**src/core/sspal_consts.svh**
```systemverilog
// Offsets, field positions, reset values and codes of the split screen and palette registers
`ifndef SSPAL_CONSTS_SVH
`define SSPAL_CONSTS_SVH
// Register indices; the byte address is four times the index
`define SSPAL_IDX_S2_LOW 6'h0E
`define SSPAL_IDX_S2_HIGH 6'h0F
`define SSPAL_IDX_OVF 6'h10
`define SSPAL_IDX_OFFSET 6'h11
`define SSPAL_IDX_H1_LOW 6'h12
`define SSPAL_IDX_H1_HIGH 6'h13
`define SSPAL_IDX_PAL_IDX 6'h15
`define SSPAL_IDX_PAL_DATA 6'h17
`define SSPAL_IDX_MODE 6'h20
`define SSPAL_IDX_PANEL 6'h21
// Field positions
`define SSPAL_OVF_BIT 0
`define SSPAL_ROT_BIT 0
`define SSPAL_COMP_LSB 4
// Reset values
`define SSPAL_RST_BYTE 8'h00
`define SSPAL_RST_HEIGHT 10'h3FF
`define SSPAL_RST_PANEL 10'h000
// Bus response codes
`define SSPAL_RESP_OKAY 2'h0
`define SSPAL_RESP_SLVERR 2'h2
`endif

```
**src/core/sspal_pkg.sv**
```systemverilog
// Types shared by the split screen and palette register bank
package sspal_pkg;
    typedef enum logic [1:0] {comp_red, comp_green, comp_blue} sspal_comp_t;
    typedef logic [3:0] sspal_colour_t;
endpackage

```
**src/core/sspal_regs.sv**
```systemverilog
// Split screen, virtual image and colour palette registers behind an AXI4-Lite slave
//
// Overview of operation
// - Second screen start: 16-bit word, landscape only
// - Overflow bit 0 is rotated start bit 16
// - Landscape line offset forms wider virtual image
// - First screen height is ten bits, two bytes
// - Lines 0..n first screen, rest second
// - Three 256-entry 4-bit colour palette tables
// - Index write loads pointer, selects red
// - Data access steps red, green, blue, next
// - Red and green staged, committed on blue
// - Component sits in data bits 7..4
//
// Implementation choice: the AXI4-Lite register port.
`timescale 1ns/1ps
`include "sspal_consts.svh"
module sspal_regs (
    input wire logic aclk,
    input wire logic aresetn,
    input wire logic [7:0] awaddr,
    input wire logic awvalid,
    output logic awready,
    input wire logic [31:0] wdata,
    input wire logic [3:0] wstrb,
    input wire logic wvalid,
    output logic wready,
    output logic [1:0] bresp,
    output logic bvalid,
    input wire logic bready,
    input wire logic [7:0] araddr,
    input wire logic arvalid,
    output logic arready,
    output logic [31:0] rdata,
    output logic [1:0] rresp,
    output logic rvalid,
    input wire logic rready,
    input wire logic [9:0] display_line,
    input wire logic [7:0] pixel_index,
    output logic [15:0] screen2_start,
    output logic screen1_start_bit16,
    output logic [7:0] line_offset,
    output logic [9:0] screen1_height,
    output logic split_active,
    output logic show_screen2,
    output sspal_pkg::sspal_colour_t pixel_red,
    output sspal_pkg::sspal_colour_t pixel_green,
    output sspal_pkg::sspal_colour_t pixel_blue
);
    import sspal_pkg::*;

    // Bus channel state
    logic aw_held, w_held, ar_pend, w_lane0;
    logic [5:0] aw_idx, ar_idx;
    logic [7:0] w_byte;
    logic [1:0] w_hi2, next_w_hi2;
    logic next_aw_held, next_w_held, next_ar_pend, next_w_lane0;
    logic [5:0] next_aw_idx, next_ar_idx;
    logic [7:0] next_w_byte;
    logic next_awready, next_wready, next_arready, next_bvalid, next_rvalid;
    logic [1:0] next_bresp, next_rresp;
    logic [31:0] next_rdata;
    // Configuration state
    logic [7:0] s2_low, s2_high, offset;
    logic ovf_bit, rotated;
    logic [9:0] h1, panel;
    logic [7:0] next_s2_low, next_s2_high, next_offset;
    logic next_ovf_bit, next_rotated;
    logic [9:0] next_h1, next_panel;
    // Palette pointer and staging
    logic [7:0] ptr, next_ptr, step_ptr;
    sspal_comp_t comp, next_comp, step_comp;
    sspal_colour_t stage_r, stage_g, next_stage_r, next_stage_g;
    // Display facing outputs
    logic [15:0] next_screen2_start;
    logic next_bit16, next_split, next_show2;
    logic [7:0] next_line_offset;
    sspal_colour_t next_pix_r, next_pix_g, next_pix_b;
    // Palette commit port
    logic pal_we;
    logic [7:0] pal_addr;
    sspal_colour_t pal_r, pal_g, pal_b;
    // Palette tables, one per colour
    sspal_colour_t red_tab [256];
    sspal_colour_t green_tab [256];
    sspal_colour_t blue_tab [256];
    logic do_write, do_read, split_now;
    sspal_colour_t cur_comp, new_comp;

    // Bus slave, register file and palette pointer next values
    always_comb
    begin
        next_aw_held = aw_held;
        next_aw_idx = aw_idx;
        next_w_held = w_held;
        next_w_byte = w_byte;
        next_w_lane0 = w_lane0;
        next_w_hi2 = w_hi2;
        next_ar_pend = ar_pend;
        next_ar_idx = ar_idx;
        next_bvalid = bvalid;
        next_bresp = bresp;
        next_rvalid = rvalid;
        next_rresp = rresp;
        next_rdata = rdata;
        next_s2_low = s2_low;
        next_s2_high = s2_high;
        next_offset = offset;
        next_ovf_bit = ovf_bit;
        next_rotated = rotated;
        next_h1 = h1;
        next_panel = panel;
        next_ptr = ptr;
        next_comp = comp;
        next_stage_r = stage_r;
        next_stage_g = stage_g;
        pal_we = 1'b0;
        pal_addr = ptr;
        pal_r = stage_r;
        pal_g = stage_g;
        pal_b = 4'h0;
        new_comp = w_byte[`SSPAL_COMP_LSB +: 4];
        cur_comp = (comp == comp_red) ? red_tab[ptr] :
            (comp == comp_green) ? green_tab[ptr] : blue_tab[ptr];
        // Pointer step: red, green, blue, then red of the following entry
        step_ptr = (comp == comp_blue) ? ptr + 8'h01 : ptr;
        step_comp = (comp == comp_red) ? comp_green : (comp == comp_green) ? comp_blue : comp_red;
        // Address and data are taken in either order
        if (awvalid && awready)
        begin
            next_aw_held = 1'b1;
            next_aw_idx = awaddr[7:2];
        end
        if (wvalid && wready)
        begin
            next_w_held = 1'b1;
            next_w_byte = wdata[7:0];
            next_w_lane0 = wstrb[0];
            next_w_hi2 = wdata[9:8];
        end
        do_write = aw_held && w_held && !bvalid;
        // A write in progress holds off a read so the pointer steps once per access
        do_read = ar_pend && !do_write && !rvalid;
        if (bvalid && bready) next_bvalid = 1'b0;
        if (do_write)
        begin
            next_aw_held = 1'b0;
            next_w_held = 1'b0;
            next_bvalid = 1'b1;
            next_bresp = `SSPAL_RESP_OKAY;
            unique case (aw_idx)
                `SSPAL_IDX_S2_LOW:
                    if (w_lane0) next_s2_low = w_byte;
                `SSPAL_IDX_S2_HIGH:
                    if (w_lane0) next_s2_high = w_byte;
                `SSPAL_IDX_OVF:
                    if (w_lane0) next_ovf_bit = w_byte[`SSPAL_OVF_BIT];
                `SSPAL_IDX_OFFSET:
                    if (w_lane0) next_offset = w_byte;
                `SSPAL_IDX_H1_LOW:
                    if (w_lane0) next_h1[7:0] = w_byte;
                `SSPAL_IDX_H1_HIGH:
                    if (w_lane0) next_h1[9:8] = w_byte[1:0];
                `SSPAL_IDX_MODE:
                    if (w_lane0) next_rotated = w_byte[`SSPAL_ROT_BIT];
                `SSPAL_IDX_PANEL:
                    if (w_lane0) next_panel = {w_hi2, w_byte}; // Ten bits from the low word
                `SSPAL_IDX_PAL_IDX:
                    if (w_lane0)
                    begin
                        next_ptr = w_byte;
                        next_comp = comp_red;
                    end
                `SSPAL_IDX_PAL_DATA:
                    if (w_lane0)
                    begin
                        unique case (comp)
                            comp_red: next_stage_r = new_comp;
                            comp_green: next_stage_g = new_comp;
                            comp_blue:
                            begin
                                pal_we = 1'b1;
                                pal_b = new_comp;
                            end
                            default: next_comp = comp_red;
                        endcase
                        next_ptr = step_ptr;
                        next_comp = step_comp;
                    end
                default: next_bresp = `SSPAL_RESP_SLVERR;
            endcase
        end
        if (rvalid && rready) next_rvalid = 1'b0;
        if (arvalid && arready)
        begin
            next_ar_pend = 1'b1;
            next_ar_idx = araddr[7:2];
        end
        if (do_read)
        begin
            next_ar_pend = 1'b0;
            next_rvalid = 1'b1;
            next_rresp = `SSPAL_RESP_OKAY;
            next_rdata = 32'h0000_0000;
            unique case (ar_idx)
                `SSPAL_IDX_S2_LOW: next_rdata[7:0] = s2_low;
                `SSPAL_IDX_S2_HIGH: next_rdata[7:0] = s2_high;
                `SSPAL_IDX_OVF: next_rdata[`SSPAL_OVF_BIT] = ovf_bit;
                `SSPAL_IDX_OFFSET: next_rdata[7:0] = offset;
                `SSPAL_IDX_H1_LOW: next_rdata[7:0] = h1[7:0];
                `SSPAL_IDX_H1_HIGH: next_rdata[1:0] = h1[9:8];
                `SSPAL_IDX_MODE: next_rdata[`SSPAL_ROT_BIT] = rotated;
                `SSPAL_IDX_PANEL: next_rdata[9:0] = panel;
                // Reading the index shows where the pointer has moved to
                `SSPAL_IDX_PAL_IDX: next_rdata[7:0] = ptr;
                `SSPAL_IDX_PAL_DATA:
                begin
                    next_rdata[`SSPAL_COMP_LSB +: 4] = cur_comp;
                    next_ptr = step_ptr;
                    next_comp = step_comp;
                end
                default: next_rresp = `SSPAL_RESP_SLVERR;
            endcase
        end
        next_awready = !next_aw_held;
        next_wready = !next_w_held;
        next_arready = !next_ar_pend && !next_rvalid;
    end

    // Display facing values; orientation gates the landscape-only fields
    always_comb
    begin
        split_now = !rotated && (h1 < panel);
        next_split = split_now;
        next_show2 = split_now && (display_line > h1);
        next_screen2_start = rotated ? 16'h0000 : {s2_high, s2_low};
        next_bit16 = rotated && ovf_bit;
        next_line_offset = rotated ? 8'h00 : offset;
        next_pix_r = red_tab[pixel_index];
        next_pix_g = green_tab[pixel_index];
        next_pix_b = blue_tab[pixel_index];
    end

    // Control and output registers
    always_ff @(posedge aclk)
    begin
        if (!aresetn)
        begin
            aw_held <= 1'b0;
            aw_idx <= 6'h00;
            w_held <= 1'b0;
            w_byte <= `SSPAL_RST_BYTE;
            w_lane0 <= 1'b0;
            w_hi2 <= 2'h0;
            ar_pend <= 1'b0;
            ar_idx <= 6'h00;
            awready <= 1'b0;
            wready <= 1'b0;
            arready <= 1'b0;
            bvalid <= 1'b0;
            bresp <= `SSPAL_RESP_OKAY;
            rvalid <= 1'b0;
            rresp <= `SSPAL_RESP_OKAY;
            rdata <= 32'h0000_0000;
            s2_low <= `SSPAL_RST_BYTE;
            s2_high <= `SSPAL_RST_BYTE;
            offset <= `SSPAL_RST_BYTE;
            ovf_bit <= 1'b0;
            rotated <= 1'b0;
            h1 <= `SSPAL_RST_HEIGHT;
            panel <= `SSPAL_RST_PANEL;
            ptr <= `SSPAL_RST_BYTE;
            comp <= comp_red;
            stage_r <= 4'h0;
            stage_g <= 4'h0;
            screen2_start <= 16'h0000;
            screen1_start_bit16 <= 1'b0;
            line_offset <= `SSPAL_RST_BYTE;
            screen1_height <= `SSPAL_RST_HEIGHT;
            split_active <= 1'b0;
            show_screen2 <= 1'b0;
            pixel_red <= 4'h0;
            pixel_green <= 4'h0;
            pixel_blue <= 4'h0;
        end
        else
        begin
            aw_held <= next_aw_held;
            aw_idx <= next_aw_idx;
            w_held <= next_w_held;
            w_byte <= next_w_byte;
            w_lane0 <= next_w_lane0;
            w_hi2 <= next_w_hi2;
            ar_pend <= next_ar_pend;
            ar_idx <= next_ar_idx;
            awready <= next_awready;
            wready <= next_wready;
            arready <= next_arready;
            bvalid <= next_bvalid;
            bresp <= next_bresp;
            rvalid <= next_rvalid;
            rresp <= next_rresp;
            rdata <= next_rdata;
            s2_low <= next_s2_low;
            s2_high <= next_s2_high;
            offset <= next_offset;
            ovf_bit <= next_ovf_bit;
            rotated <= next_rotated;
            h1 <= next_h1;
            panel <= next_panel;
            ptr <= next_ptr;
            comp <= next_comp;
            stage_r <= next_stage_r;
            stage_g <= next_stage_g;
            screen2_start <= next_screen2_start;
            screen1_start_bit16 <= next_bit16;
            line_offset <= next_line_offset;
            screen1_height <= h1;
            split_active <= next_split;
            show_screen2 <= next_show2;
            pixel_red <= next_pix_r;
            pixel_green <= next_pix_g;
            pixel_blue <= next_pix_b;
        end
    end

    // Whole entry lands at once, so the display never sees a half-written colour
    always_ff @(posedge aclk)
    begin
        if (pal_we)
        begin
            red_tab[pal_addr] <= pal_r;
            green_tab[pal_addr] <= pal_g;
            blue_tab[pal_addr] <= pal_b;
        end
    end
endmodule

```
**config.mk**
```make
export PLATFORM = sky130hd
export DESIGN_NAME = sspal_regs
export DESIGN_NICKNAME = d
export VERILOG_FILES = /design/src/core/sspal_pkg.sv /design/src/core/sspal_regs.sv
export VERILOG_INCLUDE_DIRS = /design/src /design/src/core
export SDC_FILE = /design/constraint.sdc
export NUM_CORES = 2
export LEC_CHECK = 0
export ABC_AREA = 0
export BUFFER_PORTS_ARGS = -buffer_cell sky130_fd_sc_hd__buf_2
export CORE_MARGIN = 10
export CORE_UTILIZATION = 57
export CTS_CLUSTER_DIAMETER = 100
export CTS_CLUSTER_SIZE = 14
export DETAILED_ROUTE_END_ITERATION = 12
export GPL_ROUTABILITY_DRIVEN = 0
export HOLD_SLACK_MARGIN = 0.06
export MAX_ROUTING_LAYER = met4
export PLACE_DENSITY = 0.82
export REMOVE_ABC_BUFFERS = 1
export SLEW_MARGIN = 40
export SYNTH_ARGS = -nofsm -noshare
export SYNTH_HDL_FRONTEND = slang
export SYNTH_SLANG_ARGS = --single-unit
export TNS_END_PERCENT = 10
```
**constraint.sdc**
```tcl
create_clock -name aclk -period 5.54 [get_ports aclk]
set_input_delay 0.277 -clock aclk [delete_from_list [all_inputs] [get_ports aclk]]
set_output_delay 0.277 -clock aclk [all_outputs]
set_load 0.02 [all_outputs]
```
# Word level (Yosys, flattened, before mapping)
# Memory sizes are Yosys's and may differ from the RTL's. A register that Yosys moved wholly into a read port is not among the register bits.
# Cells that the tools add are included.
# word_totals
ramBits	3072
output_inout_bits	90
inputBits	77
mem_count	3
register_bits	146
elab_cells	149
# classes
n_reduce_logical	39
bitwise	1
add_sub_neg	1
mux	47
n_eq_ne	22
magnitude_cmp	2
# mem_list
name	depth	word_bits	read_ports	rd_ports_with_merged_regs	write_ports	line	text
blue_tab	256	4	2	2	1	sspal_regs.sv:86	sspal_colour_t blue_tab [256];
green_tab	256	4	2	2	1	sspal_regs.sv:85	sspal_colour_t green_tab [256];
red_tab	256	4	2	2	1	sspal_regs.sv:84	sspal_colour_t red_tab [256];
# op_table
cell	count
$eq A6 B5 Y1 const B	12
$mux W8	9
$pmux W4 S7	1
$eq A6 B4 Y1 const B	4
$eq A6 B6 Y1 const B	4
$mux W4	6
$reduce_and A3 Y1	8
$mux W2	10
$reduce_or A10 Y1	2
$mux W1	16
$pmux W8 S2	1
$logic_and A1 B1 Y1	13
$pmux W2 S6	1
$logic_not A1 Y1	11
$gt A10 B10 Y1	1
$lt A10 B10 Y1	1
$pmux W1 S9	1
$add A8 B1 Y8 const B	1
$reduce_and A4 Y1	2
$pmux W1 S7	1
$pmux W2 S2	1
$eq A2 B1 Y1 const B	1
$eq A2 B2 Y1 const B	1
$logic_not A2 Y1	1
3 further kinds	3

# Longest topological paths before layout
# depth
depth_word	8
mapped_depth	15
mapped_depth_nobuf	11

# Worst setup path before layout
# OpenSTA, ideal clock, no wires.
# synth_timing
path_type	register to register
startpoint	reg aw_idx[4]
endpoint	mem blue_tab[0][0] in the netlist's numbering, data pin
stages_incl_launch_ff	8
required_ns	4.672
setup_ns	0.868
synth_period_minus_slack_ns	5.956
setup_slack_ns	-0.416
arrival_ns	5.088
n_path_buf	1
path_cell_list	dfxtp_1 > nor2b_1 > nand3_1 > or2_2 > nor2_1 > and3_1 > clkbuf_1 > and2_1
# synth_via
elab_chain_cells	3
# synth_lines
element	line	text
from (decl)	sspal_regs.sv:54	logic [5:0] aw_idx, ar_idx;
from (signal assigned)	sspal_regs.sv:289	aw_idx <= next_aw_idx;
$eq A6 B5 Y1	sspal_regs.sv:151	unique case (aw_idx)
$mux W4	sspal_regs.sv:151	
$mux W4	sspal_regs.sv:145	if (do_write)
net pal_b[0]	sspal_regs.sv:82	sspal_colour_t pal_r, pal_g, pal_b;
to (decl)	sspal_regs.sv:86	
# The timed path passes the listed nets, and every way through them passes these cells.

==> parameters.txt <==
Parameter                              Value

Outcome
  Outcome ... finished, final reports clean

Timing
  Setup repair after global routing missed its margin ... no
  Setup TNS Final ... 0 ns
  Headroom to the max-slew limit ... 0.311
  Setup Skew ... 0.0780 ns
  Slew at the pin closest to its max-slew limit ... roughly 1.0 ns
  Final critical delay including setup and external delays ... 4.53 ns
  Final clock period utilization by the worst path ... 0.817
  Final hold vios ... 0
  Number of pins with negative max-slew slack in the final report ... 0
  Total setup violations reported at the end of the flow ... 0
  Highest Clock Rate ... about 220 MHz

CTS
  Max clock buf depth ... 4
  H-tree depth ... 5
  Clock tree from TritonCTS ... yes
  Sinks on the clock net ... 3,228
  TritonCTS buffer count ... approximately 280
  Root buffer cell ... sky130_fd_sc_hd__clkbuf_16
  CTS-repair resized insts ... 0
  Clk_lat worst skew ... roughly 0.98 ns
  Clock transition at the registers of the reported paths ... 0.07 ns

Placement
  DP Cell Count ... 10.6k
  Total half-perimeter wirelength after legalization and detailed placement ... 284 mm
  Input/output buffers ... 113

Power
  Sw frac ... 0.209
  Net switching component of the power ... 9.64 mW
  Proportion of power drawn by combinational gates ... 0.039
  Power density over the cells ... 281 nW/um^2
  Sequential cell fraction of total power ... 0.572
  Leakage power total ... around 48 nW
  Share of power burned in the clock network ... 0.389
  Int Power ... approximately 36 mW
  Peak supply drop ... 0.000373 V

Layout
  Post-route core utilization ... 0.633
  Layout cells sized above 1 ... 0.366
  Count of placed standard cells in the final layout, fillers left out ... around 11k
  Total Nets Final ... approximately 7.7k
  Area Growth Syn to Fin ... 10.8%

Global route
  Global-route usage over all layers ... 0.333
  Total gr overflow ... 0
  Wire length of the first global-routing pass ... between 600 and 700 mm
  Initial antenna violation count ... 23
  Number of global-route vias before repair ... between 80k and 90k
  Maximum number of pins on one net before global-route repair ... 192

Floorplanning
  Starting density of the core ... 0.572
  Vertical die dimension ... 530 um
  IO Count ... 167
  Core region area ... roughly 260,000 um^2
  Standard-cell row count ... around 190
  Total die area ... roughly 280,000 um^2
  Overall die width ... 530 um

Detailed routing
  Final routed wire length divided by cell count ... 41.4 um
  Count of TritonRoute iterations in the first routing pass ... 8
  DRC violation count after routing ... 0
  Number of nets still failing antenna checks after routing ... 0
  Post-detailed-routing wire length ... 459 mm
  Vias per std cell ... 7.90
  Vias post-DR ... 87.6k
  Number of violations reported at the end of detailed-routing iteration 0 ... 16.2k

Setup path
  Crit path capture type ... flop
  CP Class ... reg2reg
  Worst reg2reg setup slack ... roughly 1.0 ns
  Sort of element at the start of the critical path ... flop
  Critical path arrival ... 5.39 ns
  Data required time at the worst endpoint ... 6.40 ns
  Critical path fanouts, max ... 34

Yosys
  Synthesized instance count ... 7,179
  Post-Syn Area ... 148,000 um^2
  Number of warnings printed during yosys synthesis ... 0
  Distinct cell type count of the synthesized netlist ... 63
  FFs w/ async S/R, synth ... 0
  Sequential share of the synthesized area ... 0.644
  Dominant synthesized flop cell ... sky130_fd_sc_hd__edfxtp_1
  FF+latch count, synth ... 3,228
  Number of flops mapped to enable cells by yosys ... 3,072
  Average cell area after synthesis ... about 21 um^2

Run
  MaxCap Viol Count ... 0

Worst hold path
  Classification of the worst-slack hold path ... in2reg
[worst paths after layout]
path                       start               end  cells after the start
setup / recovery     pal_addr[0]          rdata[4]                     10
hold / removal    pixel_index[7]    pixel_green[2]                      4
setup reg to reg     pal_addr[0]          rdata[4]                     10
hold reg to reg        s2_low[3]  screen2_start[3]                      1
[cell usage in the layout (no fill, tap or decap), types with 115 or more instances in the layout]
cell type                   synthesis  final
sky130_fd_sc_hd__a22o_1           115    115
sky130_fd_sc_hd__nor2_1           306    294
sky130_fd_sc_hd__mux2i_1          138    136
sky130_fd_sc_hd__clkbuf_16          0    286
sky130_fd_sc_hd__mux4_2          1769   1769
sky130_fd_sc_hd__a221oi_1         130    127
sky130_fd_sc_hd__edfxtp_1        3072   3072
sky130_fd_sc_hd__nand2_1          156    149
sky130_fd_sc_hd__dfxtp_1          156    141
sky130_fd_sc_hd__buf_4             71    434
[flip-flops by register name, summed over array words and instances, names as in the netlist, 4 cells and up]
name / cells
s2_high: 8
screen1_height: 10
ar_idx: 6
pixel_green: 4
offset: 8
rdata: 10
blue_tab: 1024
line_offset: 8
panel: 10
pal_g: 4
pixel_red: 4
s2_low: 8
green_tab: 1024
h1: 10
aw_idx: 6
pal_r: 4
screen2_start: 16
pal_addr: 8
pixel_blue: 4
w_byte: 8
red_tab: 1024
[cell families (layout without fill, tap and decap cells)]
logic type,after synthesis,after routing,share of synthesized area
simple gates,714,714,0.0219
mux,1928,1928,0.280
other cells,1,54,0.0000253
flops,3228,3228,0.644
buf+inv,636,1096,0.0190
xor+xnor,7,7,0.000414
compound gates,642,642,0.0325
fa+ha+maj,23,23,0.00194
[final cells by class]
class | instances | area (um^2)
Clock inverter | 11 | 106
Tap cell | 3402 | 4260
Antenna cell | 30 | 75.1
Clock buffer | 336 | 7340
Timing Repair Buffer | 723 | 6550
Inverter | 26 | 100
Sequential cell | 3228 | 95400
Multi-Input combinational cell | 3338 | 50200
Fill cell | 16000 | 95000
[cell usage after synthesis, types with 7 or more instances]
master | instances | share of area
sky130_fd_sc_hd__a22o_1 | 115 | 0.0068
sky130_fd_sc_hd__o211ai_1 | 19 | 0.00096
sky130_fd_sc_hd__nand2b_1 | 15 | 0.00063
sky130_fd_sc_hd__buf_4 | 71 | 0.0036
sky130_fd_sc_hd__nor2_1 | 306 | 0.0078
sky130_fd_sc_hd__o21ai_0 | 72 | 0.0024
sky130_fd_sc_hd__nand4_1 | 7 | 0.00030
sky130_fd_sc_hd__clkbuf_1 | 358 | 0.0091
sky130_fd_sc_hd__mux2i_1 | 138 | 0.0093
sky130_fd_sc_hd__a22oi_1 | 83 | 0.0042
sky130_fd_sc_hd__ha_1 | 23 | 0.0019
sky130_fd_sc_hd__buf_2 | 130 | 0.0044
sky130_fd_sc_hd__edfxtp_1 | 3072 | 0.62
sky130_fd_sc_hd__mux4_2 | 1769 | 0.27
sky130_fd_sc_hd__buf_1 | 51 | 0.0013
sky130_fd_sc_hd__o22ai_1 | 60 | 0.0025
sky130_fd_sc_hd__a221oi_1 | 130 | 0.0077
sky130_fd_sc_hd__nor3_1 | 29 | 0.00098
sky130_fd_sc_hd__inv_1 | 24 | 0.00061
sky130_fd_sc_hd__nand3_1 | 50 | 0.0017
sky130_fd_sc_hd__a21oi_1 | 56 | 0.0019
sky130_fd_sc_hd__nand2_1 | 156 | 0.0040
sky130_fd_sc_hd__a21boi_0 | 25 | 0.0013
sky130_fd_sc_hd__and2_1 | 33 | 0.0014
sky130_fd_sc_hd__and3_1 | 10 | 0.00042
sky130_fd_sc_hd__a211oi_1 | 10 | 0.00051
sky130_fd_sc_hd__a31oi_1 | 10 | 0.00042
sky130_fd_sc_hd__mux2_2 | 21 | 0.0016
sky130_fd_sc_hd__nor2b_1 | 72 | 0.0030
sky130_fd_sc_hd__dfxtp_1 | 156 | 0.021
sky130_fd_sc_hd__o211a_1 | 12 | 0.00081
[per-stage QoR]
step	hold slack [ns]	power [mW]	area, um^2	worst slack [ns]
detailed placement	0.463	28.5	155000	1.31
floorplan	0.339	27.6	145000	-29.71
global route	0.141	46.8	164000	1.02
global placement	0.464	28.5	155000	1.33
CTS	0.0871	45.9	164000	1.27
finish	0.117	46.0	164000	1.01
[metal layers]
metal,vias to the layer above,wire length (um),part of all wire,GRT usage
met5,-,0,0,-
met4,0,34000,0.074,0.191
met3,1654,73600,0.16,0.109
met2,8975,211000,0.46,0.490
met1,45000,140000,0.30,0.410
li1,32000,-,-,-
[critical path, stage by stage (launching register included)]
cell	delay, ns
sky130_fd_sc_hd__dfxtp_4	0.92
sky130_fd_sc_hd__buf_12	0.25
sky130_fd_sc_hd__buf_12	0.28
sky130_fd_sc_hd__mux4_2	0.56
sky130_fd_sc_hd__a22o_1	0.30
sky130_fd_sc_hd__a221oi_1	0.36
sky130_fd_sc_hd__o22ai_1	0.17
sky130_fd_sc_hd__nor3_1	0.65
sky130_fd_sc_hd__o21ai_0	0.49
sky130_fd_sc_hd__nor3_1	0.31
sky130_fd_sc_hd__o31ai_1	0.10
[power groups by stage]
stage / registers, mW / logic [mW] / clock network [mW]
after floorplan: 26.9 / 0.761 / 0
after global placement: 26.9 / 1.66 / 0
after detailed placement: 26.9 / 1.68 / 0
after CTS: 26.3 / 1.73 / 17.8
after global routing: 26.3 / 1.82 / 18.7
final: 26.3 / 1.78 / 17.9
[timing repair]
action | in CTS | in global routing
setup buffers | 0 | 0
endpoints found under the hold margin | 61 | 0
hold buffers | 80 | 0
Note: power is estimated with default switching activity, not from simulation.
